$ cat src/common/bphr_cfg.svh
// Constants of the primary header register bank: offsets, field positions,
// reset values. Assumes a single 250 MHz clock and an AHB-Lite register bus.
// Behaviour
// Bits 15:8 of the dword at 0Ch hold an eight-bit primary latency timer.
// In forward bridge mode the latency timer is read-only, reads 00h and ignores writes.
// In reverse bridge PCI mode the latency timer is host-writable and resets to 00h.
// Bits 22:16 give a read-only type-0 header format code that is zero in this mode.
// Bit 23 reads zero for a single-function device and bits 31:24 read zero.
// Base bit 0 reads zero (memory) and bits 2:1 give the read-only address type, 00 at reset.
// Base bit 3 is the read-only prefetchable flag, 0 at reset, and bits 11:4 read zero.
// Size and type of the base register come from the external memory-0 setup register.
// The window size spans 4KB to 2GB as the setup register sets it.
// The lowest 4KB of the claimed window decode as the bank's own control registers.
// Window space above the lowest 4KB is forwarded downstream.
// Forwarded addresses are translated using the memory-0 translated base register.
// Base bits 31:12 are writable only where the setup bit is one, else zero, reset zero.
// Writes to read-only and reserved bits are ignored and reads give fixed values.
`ifndef BPHR_CFG_SVH
`define BPHR_CFG_SVH

// Register byte offsets
`define BPHR_OFF_HDR 8'h0C
`define BPHR_OFF_BAR 8'h10
`define BPHR_OFF_XLAT 8'h98
`define BPHR_OFF_SETUP 8'h9C

// Field positions
`define BPHR_LAT_LSB 8
`define BPHR_LAT_MSB 15
`define BPHR_BASE_LSB 12
`define BPHR_BASE_MSB 31
`define BPHR_WIN_MSB 19

// Reset and fixed values
`define BPHR_LAT_RST 8'h00
`define BPHR_HDR_CODE 7'h00
`define BPHR_BASE_RST 20'h00000
`define BPHR_RDATA_RST 32'h00000000

// AHB encodings
`define BPHR_HSIZE_BYTE 3'h0
`define BPHR_HSIZE_HALF 3'h1

`endif

$ cat src/common/bphr_pkg.sv
// Types shared by the primary header register bank.
// Assumes bphr_cfg.svh supplies the numeric constants.
package bphr_pkg;
    // Upper base address field, bits 31:12
    typedef logic [19:0] bphr_base_t;
    // Kind of AHB data phase in flight
    typedef enum logic [1:0] {
        PH_IDLE,
        PH_WRITE,
        PH_READ
    } bphr_phase_t;
endpackage : bphr_pkg

$ cat src/rtl/bphr_regs.sv
// Primary header registers and memory-0 window decode of the bridge.
// Assumes one clock, an AHB-Lite master, setup and translated base words
// from same-clock logic and mode straps from pins.
//
// The implementer's own choice: the AHB-Lite interface to the registers.
`timescale 1ns/1ps
`include "bphr_cfg.svh"

module bphr_regs #(
    parameter int HADDR_W = 12
) (
    // Clock and reset
    input wire logic clk,
    input wire logic reset_n,
    // AHB-Lite slave
    input wire logic hsel,
    input wire logic [HADDR_W-1:0] haddr,
    input wire logic [1:0] htrans,
    input wire logic hwrite,
    input wire logic [2:0] hsize,
    input wire logic [31:0] hwdata,
    input wire logic hready,
    output logic hreadyout,
    output logic hresp,
    output logic [31:0] hrdata,
    // Mode straps from pins
    input wire logic reverseBridge,
    input wire logic pciMode,
    // External setup and translation registers
    input wire logic [31:0] mem0Setup,
    input wire logic [31:0] mem0XlatBase,
    // Memory transaction address to decode
    input wire logic txnValid,
    input wire logic [31:0] txnAddr,
    // Decode results
    output logic csrHit,
    output logic fwdHit,
    output logic [31:0] fwdAddr,
    output logic setupValid
);

    // Offsets need at least eight address bits
    if (HADDR_W < 8 || HADDR_W > 32) begin : g_chk
        $error("bphr_regs: HADDR_W must be 8 to 32");
    end

    // Straps are pins, so two stages come before any logic reads them
    // Strap synchronisers, first stage read only by the second
    logic [1:0] revSync_q;
    logic [1:0] pciSync_q;
    logic latWritable;

    always_ff @(posedge clk or negedge reset_n) begin
        if (!reset_n) begin
            revSync_q <= 2'h0;
            pciSync_q <= 2'h0;
        end else begin
            revSync_q <= {revSync_q[0], reverseBridge};
            pciSync_q <= {pciSync_q[0], pciMode};
        end
    end

    // Writable only as a reverse bridge in PCI mode
    assign latWritable = revSync_q[1] & pciSync_q[1];

    // Address phase decode
    wire addrPhase = hsel & htrans[1] & hready;
    wire [7:0] reqOff = {haddr[7:2], 2'h0};
    wire reqHigh = (HADDR_W > 8) ? |(haddr >> 8) : 1'b0;
    wire reqHdr = !reqHigh && (reqOff == `BPHR_OFF_HDR);
    wire reqBar = !reqHigh && (reqOff == `BPHR_OFF_BAR);

    // Byte lanes from size and low address bits
    logic [3:0] reqLanes;
    always_comb begin
        reqLanes = 4'hF;
        if (hsize == `BPHR_HSIZE_BYTE) begin
            reqLanes = 4'h1 << haddr[1:0];
        end else if (hsize == `BPHR_HSIZE_HALF) begin
            reqLanes = haddr[1] ? 4'hC : 4'h3;
        end
    end

    // Data phase tracking
    bphr_pkg::bphr_phase_t phase_q;
    bphr_pkg::bphr_phase_t phase_d;
    logic dpHdr_q;
    logic dpBar_q;
    logic [3:0] dpLanes_q;

    // Next phase kind from the request in the address phase
    always_comb begin
        phase_d = bphr_pkg::PH_IDLE;
        if (addrPhase) begin
            phase_d = hwrite ? bphr_pkg::PH_WRITE : bphr_pkg::PH_READ;
        end
    end

    always_ff @(posedge clk or negedge reset_n) begin
        if (!reset_n) begin
            phase_q <= bphr_pkg::PH_IDLE;
            dpHdr_q <= 1'b0;
            dpBar_q <= 1'b0;
            dpLanes_q <= 4'h0;
        end else begin
            phase_q <= phase_d;
            dpHdr_q <= reqHdr;
            dpBar_q <= reqBar;
            dpLanes_q <= reqLanes;
        end
    end

    // Write strobes in the data phase
    logic dpWrite;
    always_comb begin
        case (phase_q)
            bphr_pkg::PH_WRITE: dpWrite = 1'b1;
            bphr_pkg::PH_READ: dpWrite = 1'b0;
            bphr_pkg::PH_IDLE: dpWrite = 1'b0;
            default: dpWrite = 1'b0;
        endcase
    end
    wire wrLat = dpWrite & dpHdr_q & dpLanes_q[1] & latWritable;
    wire wrBar = dpWrite & dpBar_q;

    // Latency timer byte
    logic [7:0] latency_q;
    logic [7:0] latency_d;
    always_comb begin
        latency_d = latency_q;
        if (!latWritable) begin
            latency_d = `BPHR_LAT_RST;
        end else if (wrLat) begin
            latency_d = hwdata[`BPHR_LAT_MSB:`BPHR_LAT_LSB];
        end
    end

    // Base field storage, declared ahead of the merge that reads it
    bphr_pkg::bphr_base_t base_q;
    bphr_pkg::bphr_base_t base_d;

    // Writable base bits follow the setup word
    wire bphr_pkg::bphr_base_t baseMask = mem0Setup[`BPHR_BASE_MSB:`BPHR_BASE_LSB];
    wire [31:0] laneMask = {{8{dpLanes_q[3]}}, {8{dpLanes_q[2]}},
        {8{dpLanes_q[1]}}, {8{dpLanes_q[0]}}};
    wire [31:0] barMerged = (hwdata & laneMask) | ({base_q, 12'h000} & ~laneMask);

    // Base field; masking also clears bits when the window grows
    always_comb begin
        base_d = base_q;
        if (wrBar) begin
            base_d = barMerged[`BPHR_BASE_MSB:`BPHR_BASE_LSB];
        end
        base_d = base_d & baseMask;
    end

    always_ff @(posedge clk or negedge reset_n) begin
        if (!reset_n) begin
            latency_q <= `BPHR_LAT_RST;
            base_q <= `BPHR_BASE_RST;
        end else begin
            latency_q <= latency_d;
            base_q <= base_d;
        end
    end

    // Read words built from next values so a read right after a write sees it
    wire [31:0] hdrWord = {8'h00, 1'b0, `BPHR_HDR_CODE, latency_d, 8'h00};
    // Type and prefetch mirror the setup word, space bit fixed at memory
    wire [31:0] barWord = {base_d, 8'h00, mem0Setup[3:1], 1'b0};
    wire [31:0] rdWord = reqHdr ? hdrWord : (reqBar ? barWord : 32'h00000000);

    // Bus answer: zero wait, always OKAY
    // Constant answers still come from flops so every output is registered
    logic [31:0] hrdata_q;
    logic hreadyout_q;
    logic hresp_q;
    always_ff @(posedge clk or negedge reset_n) begin
        if (!reset_n) begin
            hrdata_q <= `BPHR_RDATA_RST;
            hreadyout_q <= 1'b1;
            hresp_q <= 1'b0;
        end else begin
            hrdata_q <= (addrPhase && !hwrite) ? rdWord : `BPHR_RDATA_RST;
            hreadyout_q <= 1'b1;
            hresp_q <= 1'b0;
        end
    end
    assign hrdata = hrdata_q;
    assign hreadyout = hreadyout_q;
    assign hresp = hresp_q;

    // Setup must be ones from bit 31 down: 4KB to 2GB
    wire bphr_pkg::bphr_base_t invMask = ~baseMask;
    wire bphr_pkg::bphr_base_t invInc = invMask + 20'h00001;
    wire maskOk = baseMask[`BPHR_WIN_MSB] && ((invInc & invMask) == 20'h00000);

    // Window hit and its split at 4KB
    wire bphr_pkg::bphr_base_t txnBase = txnAddr[`BPHR_BASE_MSB:`BPHR_BASE_LSB];
    wire inWindow = maskOk && ((txnBase & baseMask) == base_q);
    wire lowPage = ((txnBase & invMask) == 20'h00000);
    wire csrHit_d = txnValid && inWindow && lowPage;
    wire fwdHit_d = txnValid && inWindow && !lowPage;
    // Upper bits replaced by translated base, offset kept
    wire bphr_pkg::bphr_base_t xlatHigh =
        (mem0XlatBase[`BPHR_BASE_MSB:`BPHR_BASE_LSB] & baseMask) | (txnBase & invMask);
    wire [31:0] fwdAddr_d = {xlatHigh, txnAddr[11:0]};

    // Decode outputs registered one cycle after the request
    logic csrHit_q;
    logic fwdHit_q;
    logic [31:0] fwdAddr_q;
    logic setupValid_q;
    always_ff @(posedge clk or negedge reset_n) begin
        if (!reset_n) begin
            csrHit_q <= 1'b0;
            fwdHit_q <= 1'b0;
            fwdAddr_q <= 32'h00000000;
            setupValid_q <= 1'b0;
        end else begin
            csrHit_q <= csrHit_d;
            fwdHit_q <= fwdHit_d;
            fwdAddr_q <= fwdHit_d ? fwdAddr_d : 32'h00000000;
            setupValid_q <= maskOk;
        end
    end
    assign csrHit = csrHit_q;
    assign fwdHit = fwdHit_q;
    assign fwdAddr = fwdAddr_q;
    assign setupValid = setupValid_q;
endmodule : bphr_regs

$ cat config.mk
export PLATFORM = sky130hd
export DESIGN_NAME = bphr_regs
export DESIGN_NICKNAME = d
export VERILOG_FILES = /design/src/common/bphr_pkg.sv /design/src/rtl/bphr_regs.sv
export VERILOG_INCLUDE_DIRS = /design/src /design/src/common
export SDC_FILE = /design/constraint.sdc
export NUM_CORES = 1
export LEC_CHECK = 0
export ABC_CLOCK_PERIOD_IN_PS = 2900
export BUFFER_PORTS_ARGS = -buffer_cell sky130_fd_sc_hd__buf_2
export CORE_ASPECT_RATIO = 2
export CORE_MARGIN = 2
export CORE_UTILIZATION = 40
export DETAILED_ROUTE_END_ITERATION = 8
export PLACE_DENSITY = 0.71
export SKIP_CTS_REPAIR_TIMING = 1
export SLEW_MARGIN = 20
export SYNTH_ARGS = -nofsm -noshare
export SYNTH_HDL_FRONTEND = slang
export SYNTH_SLANG_ARGS = --single-unit
$ cat constraint.sdc
create_clock -name clk -period 2.9 [get_ports clk]
set_input_delay 0.145 -clock clk [delete_from_list [all_inputs] [get_ports clk]]
set_output_delay 0.145 -clock clk [all_outputs]
set_load 0.05 [all_outputs]
# Word level (Yosys, flattened, before mapping)
# Cells that the tools add are included.
dict set report word_totals {
  inputBits 153
  latchBits 0
  rom_bits 0
  ff_bits 107
  output_inout_bits 69
  mem_count 0
  wordCells 66
  ram_bits 0
}
dict set report op_classes {
  bitwise 18
  div 0
  magnitude_cmp 0
  shift 1
  addsub 1
  mul 0
  muxes 13
  n_eq_ne 5
  reduce_logical 15
}
# op n
set ops {}
lappend ops {{32-bit two-way mux} 4}
lappend ops {{20-bit AND} 5}
lappend ops {{32-bit AND} 2}
lappend ops {{20-bit zero test} 2}
lappend ops {{32-bit NOT} 1}
lappend ops {{32-bit bitwise OR} 1}
lappend ops {{20-bit by 1-bit adder with 20-bit output (second input constant)} 1}
lappend ops {{20-bit == test} 1}
lappend ops {{20-bit two-way mux} 1}
lappend ops {{20-bit NOT} 1}
lappend ops {{20-bit bitwise OR} 1}
lappend ops {{8-bit two-way mux} 2}
lappend ops {{4-bit two-way mux} 3}
lappend ops {{1-bit logical AND} 8}
lappend ops {{1-bit AND} 7}
lappend ops {{6-bit by 2-bit == test with 1-bit output (second input constant)} 1}
lappend ops {{6-bit by 3-bit == test with 1-bit output (second input constant)} 1}
lappend ops {{2-bit two-way mux} 2}
lappend ops {{4-bit OR reduction} 1}
lappend ops {{1-bit by 2-bit left shift with 4-bit output (first input constant)} 1}
lappend ops {{3-bit by 1-bit == test with 1-bit output (second input constant)} 1}
lappend ops {{1-bit zero test} 3}
lappend ops {{3-bit zero test} 1}
lappend ops {{2-bit by 1-bit == test with 1-bit output (second input constant)} 1}
lappend ops {{1-bit two-way mux} 1}

# Logic depth before layout (Yosys ltp)
# Gate-level depths: netlist (run 1).
dict set report depth {
  depth_word 9
  mapped_depth 8
  mapped_depth_nobuf 5
}

# Worst setup path before layout (run 1)
# Ideal clock, no wire load.
dict set report synth_path {
  path_type {register to register}
  from {register base_q[12]}
  to {register fwdAddr_q[16], in the netlist fwdAddr[16]}
  stages_incl_launch_ff 8
  arrival_time_ns 1.931
  setup_time_ns 0.112
  slack_ns 0.857
  required_time_ns 2.788
  path_buffers 2
  period_less_slack_ns 2.043
  cell_sequence {dfrtp_1 a21oi_1 o22ai_1 or4_1 or4_1 buf_2 buf_6 a2111oi_2}
}
dict set report synth_via {
  elab_chain_cells 5
}
# element line_no
set synth_rtl {}
lappend synth_rtl {{start: declaration} bphr_regs.sv:139} ;# bphr_pkg::bphr_base_t base_q;
lappend synth_rtl {{start signal: assignment} bphr_regs.sv:160} ;# base_q <= `BPHR_BASE_RST;
lappend synth_rtl {{start signal: assignment} bphr_regs.sv:163} ;# base_q <= base_d;
lappend synth_rtl {{20-bit == test} bphr_regs.sv:200} ;# wire inWindow = maskOk && ((txnBase & baseMask) == base_q);
lappend synth_rtl {{1-bit logical AND} bphr_regs.sv:200}
lappend synth_rtl {{1-bit logical AND (2 in a row)} bphr_regs.sv:203} ;# wire fwdHit_d = txnValid && inWindow && !lowPage;
lappend synth_rtl {{32-bit two-way mux} bphr_regs.sv:223} ;# fwdAddr_q <= fwdHit_d ? fwdAddr_d : 32'h00000000;
lappend synth_rtl {{end signal: assignment} bphr_regs.sv:223}
lappend synth_rtl {{end: declaration} bphr_regs.sv:212} ;# logic [31:0] fwdAddr_q;
# Every way passes these cells.

# Final worst setup path (run 1)
dict set report layout_path {
  from {register base_q[12]}
  to {register fwdAddr_q[15], in the netlist fwdAddr[15]}
}
# The elaborated chain is that of the path after synthesis.

==> results of run 1 <==
==> kinds of logic after synthesis <==
logic type / Yosys count
AND/OR/NAND/NOR: 204
other: 2
multiplexers: 2
buffers and inverters: 32
flip-flops: 101
XOR/XNOR: 5
AO/OA/AOI/OAI: 96
==> worst paths after layout <==
path	slack [ns]	startpoint	to	cells past startpoint
setup / recovery	0.40	base_q[12]	fwdAddr[15]	6
hold / removal	0.006	hsize[2]	dpLanes_q[2]	3
setup reg to reg	0.40	base_q[12]	fwdAddr[15]	6
hold reg to reg	0.36	pciSync_q[0]	pciSync_q[1]	0
max in group asynchronous	1.80	reset_n	latency_q[7]	3
min in group asynchronous	0.41	reset_n	hrdata[26]	2
==> routing by layer <==
layer / GRT usage / vias to the layer above / part of all wire
met4: 0.107 / 0 / 0.039
li1: - / 1912 / -
met2: 0.438 / 199 / 0.56
met5: 0 / - / 0
met3: 0.0404 / 31 / 0.059
met1: 0.237 / 1937 / 0.34
==> stage by stage <==
| step | cells | cell area (um2) | utilization | hold WS [ns] | total power [uW] |
|---|---|---|---|---|---|
| 4_1_cts | 768 | 6020 | 0.530 | -0.108 | 3020 |
| 3_5_place_dp | 752 | 5690 | 0.501 | 0.255 | 1720 |
| 2_1_floorplan | 447 | 4680 | - | -0.151 | 1550 |
| 6_report | 773 | 6070 | 0.535 | 0.00555 | 3010 |
| 3_3_place_gp | 752 | 5690 | 0.501 | 0.253 | 1710 |
| 5_1_grt | 773 | 6070 | 0.535 | 0.00854 | 3120 |
==> placed cells by master (no fill, tap or decap), types with 7 or more instances in the layout <==
cell / netlist / final
nor3_1: 12 / 12
and2_1: 27 / 27
clkbuf_16: 0 / 9
conb_1: 2 / 7
nand2b_1: 16 / 16
nand4_1: 7 / 7
nand3_1: 9 / 9
buf_2: 5 / 183
a21boi_0: 21 / 21
a21oi_1: 23 / 23
dfrtp_1: 101 / 101
and3_1: 15 / 15
o21ai_0: 16 / 16
nand2_1: 84 / 84
nor2_1: 9 / 8
==> area by class of cell <==
| type | instances | area, um2 |
|---|---|---|
| fill | 1062 | 5290 |
| sequential | 101 | 2530 |
| multi-input combinational | 314 | 2000 |
| timing repair buffer | 193 | 1000 |
| clock buffer | 9 | 225 |
| tap | 142 | 178 |
| clock inverter | 7 | 105 |
| inverter | 6 | 22.5 |
| antenna | 1 | 2.50 |
==> flip-flops by register name (all words and copies together) (netlist names) <==
register	cells
revSync_q	2
pciSync_q	2
setupValid	1
phase_q	2
dpHdr_q	1
dpBar_q	1
latency_q	8
fwdHit	1
base_q	20
hrdata	27
fwdAddr	32
dpLanes_q	3
csrHit	1
==> power by group <==
part | internal (uW) | switching, uW | total, uW | leakage (uW)
Clock | 771 | 541 | 1310 | 0.000164
Combinational | 104 | 174 | 278 | 0.00145
Sequential | 1410 | 2.98 | 1420 | 0.00139
==> worst reg2reg max path: stages, from the launching register on <==
cell       delay, ns
dfrtp_1         0.42
a21oi_1         0.13
o22ai_1         0.10
or4_1           0.52
or4_2           0.54
buf_4           0.31
a2111oi_1       0.36
==> results by group, run 1 <==
Yosys
  • Synth Area in Compound Gates: 0.173
  • Cell variety after synth: 44
  • Seq cells post-synth: 101
  • Top cell type's share of synthesized area: 0.542
  • Yosys top cell by area: dfrtp_1
  • Most frequent cell after synthesis: dfrtp_1
  • Syn Inst Count: 442
  • Mapped cell area: 0.00466 mm2
  • Synth area leaders: dfrtp_1, nand2_1, and2_1
  • Mean post-synth cell area: 10.5 um2
  • Post-Synth Simple-Gate Area: 0.234
  • Synth async-reset ratio: 1.00
  • Largest family of logic cells by synthesized area: simple AND/OR/NAND/NOR gates
  • Post-Synth XOR/XNOR Area: 0.00940
  • Fraction of the mapped netlist area in adder cells: 0
  • Post-synthesis mux area share: 0.00430
  • Synth warnings: 0
  • Post-synth EDFFs: 0
  • Sequential cell area fraction in the yosys report: 0.542
  • Post-synth top cells: dfrtp_1, nand2_1, and2_1
  • Main synth FF type: dfrtp_1

Place
  • IO Port Bufs: 184
  • DP HPWL: 11100 um
  • Placer Congestion: 0.946
  • Pre-CTS setup slack: 0.447 ns

STA
  • Fmax: 400 MHz
  • Final WS setup: 0.401 ns
  • Worst Skew: 0.0103 ns
  • Final TNS setup: 0 ns
  • Unrepaired setup endpoints after global routing: false
  • Worst Tran Pin Value: 0.802 ns
  • Rel. slew slack: 0.466
  • Final setup violation count: 0
  • Final hold vios: 0
  • Minimum clock period: 2.50 ns
  • Fin crit share: 0.862
  • Slew Viols, Final: 0

Worst setup path
  • Crit-path cells: a21oi_1, o22ai_1, or4_1, or4_2, buf_4, a2111oi_1
  • Crit-path slowest cell: or4_2
  • CP Data Required Time: 3.11 ns
  • Buf/Inv on CP: 1
  • Worst Setup End Kind: register
  • Crit path max-delay family: simple AND/OR/NAND/NOR gates
  • WS Path Type: reg -> reg
  • Crit start category: register
  • Crit path DAT: 2.71 ns
  • Crit-path max FO: 34
  • Critical Path Max Stage Delay: 0.54 ns

Clock network
  • Clk root buf: clkbuf_16
  • H-tree depth: 3
  • Num CTS Buffers: 9
  • CTS tree: yes
  • Reg clk slew, reported paths: 0.07 ns
  • CTS Sinks: 101
  • Worst skew pair latency: 0.34 ns
  • Max clock buf depth: 2

GRT
  • Initial antenna violation count: 1
  • Vias in the first global route: 4135
  • Total track usage: 0.231
  • Largest net degree at the start of global routing: 88
  • First-pass GRT wire length: 21700 um
  • Total grt overflow: 0

Pwr
  • Leak pwr: 0.00300 uW
  • Maximum vdd drop: 0.432 mV
  • PwrDens: 495 mW/mm2

Final layout
  • Layout cells sized above 1: 0.363
  • Nets@finish: 778
  • Area Overhead vs Synth: 30.2%

Floorplan
  • IO Count: 222
  • Die W: 80.3 um
  • Initial Util: 0.410
  • Core ar.: 0.0114 mm2
  • # rows: 55
  • Die area: 0.0126 mm2
  • Die H: 157 um

Route
  • Drt pass-1 iters: 4
  • Final ANT Viol Nets: 0
  • WL/cell: 18.3 um
  • Vias per Instance: 5.28
  • Drc violations: 0
  • Vias after detailed routing: 4079
  • Starting DRT DRC Count: 228
  • DRT Wirelength: 14200 um

Job
  • Max-cap viol count: 0

Worst hold path
  • Hold/Removal Path Class: in -> reg

Run status
  • Status: completed
Note: power is estimated with default switching activity, not from simulation.
==> run 2: changes to the inputs <==
CORE_MARGIN = not set   (was 2)
==> run 2 against run 1 <==
Routed wire length down 1.2%. Highest routed layer unchanged. Clock skew fell by 0.0038 ns. Design area down 0.43%. Sequential share of layout area grew 0.18 points. Largest cell class unchanged. Count of clock-buffer cells in the layout rose by 1. Utilization down 0.23 points. Non-clock buffer count increased by 1. First-iteration DRC count grew 20%. Via count is 0.39% higher. Critical endpoint is now fwdAddr[13].
==> results by group, run 2 (same netlist as run 1, synthesis figures left out) <==
Floorplan
  • Initial Util: 0.410
  • Die H: 155 um
  • Core ar.: 0.0114 mm2
  • IO Count: 222
  • # rows: 55
  • Die W: 78.3 um
  • Die area: 0.0121 mm2

Final layout
  • Commonest cells after routing, fill and taps aside: buf_2, dfrtp_1, nand2_1
  • Fillers: 1039
  • Nets@finish: 779
  • Layout cells sized above 1: 0.362
  • Multi-input logic area: 0.00200 mm2
  • Commonest non-fill, non-tap cell in the layout: buf_2
  • Reg area: 0.00253 mm2
  • Largest register FFs: 32
  • Area Overhead vs Synth: 29.7%
  • Fin area: 0.00604 mm2

GRT
  • Met3 Track Usage GR: 0.0437
  • Initial antenna violation count: 4
  • Largest net degree at the start of global routing: 88
  • Met1 Track Usage GR: 0.239
  • Busiest grt layer: met2
  • Total grt overflow: 0
  • Total track usage: 0.240
  • Met2 Usage GRT: 0.458
  • Vias in the first global route: 4150
  • First-pass GRT wire length: 21500 um

STA
  • Worst Skew: 0.00654 ns
  • Fin crit share: 0.901
  • Fmax: 383 MHz
  • Final hold vios: 0
  • Worst Tran Pin Value: 0.824 ns
  • Final TNS setup: 0 ns
  • Unrepaired setup endpoints after global routing: false
  • Rel. slew slack: 0.450
  • Minimum clock period: 2.61 ns
  • Slew Viols, Final: 0
  • Final setup violation count: 0

Route
  • Drc violations: 0
  • Vias after detailed routing: 4095
  • Final ANT Viol Nets: 0
  • Vias per Instance: 5.28
  • WL/cell: 18.1 um
  • Drt pass-1 iters: 5
  • Starting DRT DRC Count: 273
  • DRT Wirelength: 14000 um

Worst setup path
  • Crit-path cells: a21oi_1, o22ai_1, or4_1, or4_2, buf_4, a2111oi_1
  • Crit-path max FO: 34
  • Crit path DAT: 2.80 ns
  • WS Path Type: reg -> reg
  • Worst Setup End Kind: register
  • Crit-path slowest cell: or4_2
  • CP Data Required Time: 3.09 ns
  • Crit start category: register
  • Critical Path Max Stage Delay: 0.55 ns

Clock network
  • Num CTS Buffers: 9
  • CTS tree: yes
  • Worst skew pair latency: 0.34 ns
  • Clk root buf: clkbuf_16
  • CTS Sinks: 101
  • H-tree depth: 3
  • Reg clk slew, reported paths: 0.06 ns
  • Max clock buf depth: 2

Place
  • IO Port Bufs: 184
  • Area post-placement: 0.00570 mm2
  • DP HPWL: 11000 um
  • Placer Congestion: 0.906

Pwr
  • PwrDens: 473 mW/mm2
  • Leak pwr: 0.00298 uW
  • Maximum vdd drop: 0.355 mV

Worst hold path
  • Hold/Removal Path Class: in -> reg

Job
  • Max-cap viol count: 0

Run status
  • Status: completed
==> run 2: final timing paths <==
check	start	end	slack [ns]	depth (start not counted)
worst max-delay path	base_q[2]	fwdAddr[13]	0.29	6
min in group asynchronous	reset_n	pciSync_q[0]	0.43	2
worst min register to register	pciSync_q[0]	pciSync_q[1]	0.35	0
worst max register to register	base_q[2]	fwdAddr[13]	0.29	6
max in group asynchronous	reset_n	hrdata[31]	1.74	3
worst min-delay path	hsize[2]	dpLanes_q[3]	0.009	3
==> run 2: metrics by stage <==
| step | setup WS [ns] | hold WS, ns | cells | util | total power (uW) |
|---|---|---|---|---|---|
| after floorplan | 0.857 | -0.151 | 447 | - | 1550 |
| after global placement | 0.439 | 0.254 | 753 | 0.502 | 1710 |
| after detailed placement | 0.308 | 0.254 | 753 | 0.502 | 1710 |
| after CTS | 0.246 | -0.110 | 767 | 0.527 | 2890 |
| after global routing | 0.152 | 0.0160 | 775 | 0.532 | 2970 |
| final | 0.286 | 0.00878 | 775 | 0.532 | 2860 |
==> run 2: critical path, delay by kind of cell (launching register included) <==
family,cells,cell delay [ns]
AOI/OAI and AO/OA,3,0.69
buffers and inverters,1,0.32
DFF,1,0.40
and+or+nand+nor,2,1.04
==> run 2: power by group <==
| part | switching (uW) | leakage (uW) | total, uW | internal, uW |
|---|---|---|---|---|
| sequential | 2.84 | 0.00139 | 1420 | 1410 |
| combinational | 172 | 0.00145 | 275 | 103 |
| clock | 487 | 0.000136 | 1170 | 680 |
| total | 662 | 0.00298 | 2860 | 2200 |
==> run 2: layout make-up <==
type                       instances  share of cell area
antenna                            4             0.00166
sequential                       101               0.418
inverter                           6             0.00373
clock inverter                     4             0.00828
timing repair buffer             194               0.167
multi-input combinational        314               0.332
tap                              142              0.0294
clock buffer                      10              0.0395
==> run 2: routing by layer <==
| layer | up-vias | wire length [um] |
|---|---|---|
| met4 | 0 | 682 |
| li1 | 1919 | - |
| met5 | - | 0 |
| met1 | 1960 | 4660 |
| met2 | 183 | 7860 |
| met3 | 33 | 803 |
==> run 3: changes to the inputs <==
CORE_UTILIZATION = 47   (was 40)
PLACE_DENSITY = 0.81   (was 0.71)
==> run 3 against run 2 <==
Combinational power about the same. Critical path depth unchanged. Clock power up 12%. Register-to-register slack improved by 0.10 ns. Highest routed layer unchanged. Total power grew 5.1%.
==> results by group, run 3 (same netlist as run 1, synthesis figures left out) <==
Clock network
  • Num CTS Buffers: 9
  • H-tree depth: 3
  • CTS tree: yes
  • Worst skew pair latency: 0.35 ns
  • Reg clk slew, reported paths: 0.07 ns
  • CTS Sinks: 101
  • Max clock buf depth: 2
  • Clk root buf: clkbuf_16

Final layout
  • Fin util: 0.626
  • Commonest cells after routing, fill and taps aside: buf_2, dfrtp_1, nand2_1
  • Commonest non-fill, non-tap cell in the layout: buf_2
  • Area Overhead vs Synth: 30.3%
  • Fin area: 0.00607 mm2
  • Nets@finish: 780
  • Layout cells sized above 1: 0.366
  • Largest register FFs: 32

STA
  • Rel. slew slack: 0.502
  • Final hold vios: 0
  • Slew Viols, Final: 0
  • Worst Skew: 0.00994 ns
  • Worst hold slack: 0.00136 ns
  • Fin crit share: 0.867
  • Worst Tran Pin Value: 0.747 ns
  • Final setup violation count: 0
  • Minimum clock period: 2.51 ns
  • Final TNS setup: 0 ns
  • Fmax: 398 MHz
  • Unrepaired setup endpoints after global routing: false

Floorplan
  • Core ar.: 0.00970 mm2
  • Die W: 72.4 um
  • IO Count: 222
  • Die area: 0.0103 mm2
  • Initial Util: 0.481
  • # rows: 51
  • Die H: 143 um

Worst setup path
  • WS Path Type: reg -> reg
  • CP Data Required Time: 3.11 ns
  • Crit-path max FO: 34
  • Worst Setup End Kind: register
  • Crit path DAT: 2.72 ns
  • Crit start category: register

Route
  • WL/cell: 17.5 um
  • Final ANT Viol Nets: 0
  • Drt pass-1 iters: 4
  • Vias after detailed routing: 4129
  • Vias per Instance: 5.39
  • Starting DRT DRC Count: 222
  • Drc violations: 0
  • DRT Wirelength: 13400 um

Pwr
  • P_sw: 719 uW
  • Logic gate share of total power: 0.091
  • Tot Pwr: 3000 uW
  • Clock power share: 0.437
  • PwrDens: 495 mW/mm2
  • Int Pwr: 2290 uW
  • Sequential share of power: 0.471
  • Leak pwr: 0.00301 uW
  • Maximum vdd drop: 0.412 mV
  • Switching Fraction: 0.239

Run status
  • Status: completed

Place
  • IO Port Bufs: 184
  • DP HPWL: 10500 um
  • Area post-placement: 0.00570 mm2
  • Placer Congestion: 0.914

GRT
  • Largest net degree at the start of global routing: 85
  • Total track usage: 0.272
  • Vias in the first global route: 4271
  • First-pass GRT wire length: 20800 um
  • Initial antenna violation count: 2
  • Total grt overflow: 0

Worst hold path
  • Hold/Removal Path Class: in -> reg

Job
  • Max-cap viol count: 0
run 3: layout make-up:
type                       count  area [um2]
antenna                        2        5.00
timing repair buffer         195        1020
inverter                       6        22.5
clock inverter                 7         104
multi-input combinational    314        2000
fill                         863        3630
tap                          132         165
clock buffer                   9         225
sequential                   101        2530
run 3: power groups by stage:
stage               combinational (uW)  sequential, uW  clock (uW)
floorplan                          105            1440           0
CTS                                269            1420        1320
global route                       299            1420        1380
global placement                   263            1440           0
finish                             274            1420        1310
detailed placement                 268            1440           0
run 3: worst max-delay path, cell delays in order, from the launching register on:
cell and delay [ns]:
dfrtp_1 0.40, a21oi_1 0.16, o22ai_1 0.11, or4_1 0.50, or4_2 0.54, buf_4 0.32
a2111oi_1 0.35
run 3: metrics by stage:
stage / setup slack (ns) / std cells
final: 0.387 / 766
after global routing: 0.251 / 766
after CTS: 0.404 / 760
after detailed placement: 0.428 / 744
after global placement: 0.494 / 744
after floorplan: 0.857 / 447
run 3: worst paths after layout:
path	slack (ns)	endpoint	cells past startpoint	start
max in group asynchronous	1.84	hrdata[10]	3	reset_n
worst min-delay path	0.001	dpLanes_q[1]	2	haddr[1]
worst max-delay path	0.39	fwdAddr[15]	6	base_q[2]
worst max register to register	0.39	fwdAddr[15]	6	base_q[2]
min in group asynchronous	0.42	fwdAddr[25]	2	reset_n
worst min register to register	0.35	revSync_q[1]	0	revSync_q[0]
run 3: per-layer routing:
layer | GRT usage | part of all wire | vias up
met5 | 0 | 0 | -
met4 | 0.181 | 0.057 | 0
met3 | 0.0501 | 0.056 | 41
met2 | 0.494 | 0.55 | 199
met1 | 0.273 | 0.33 | 1972
li1 | - | - | 1917
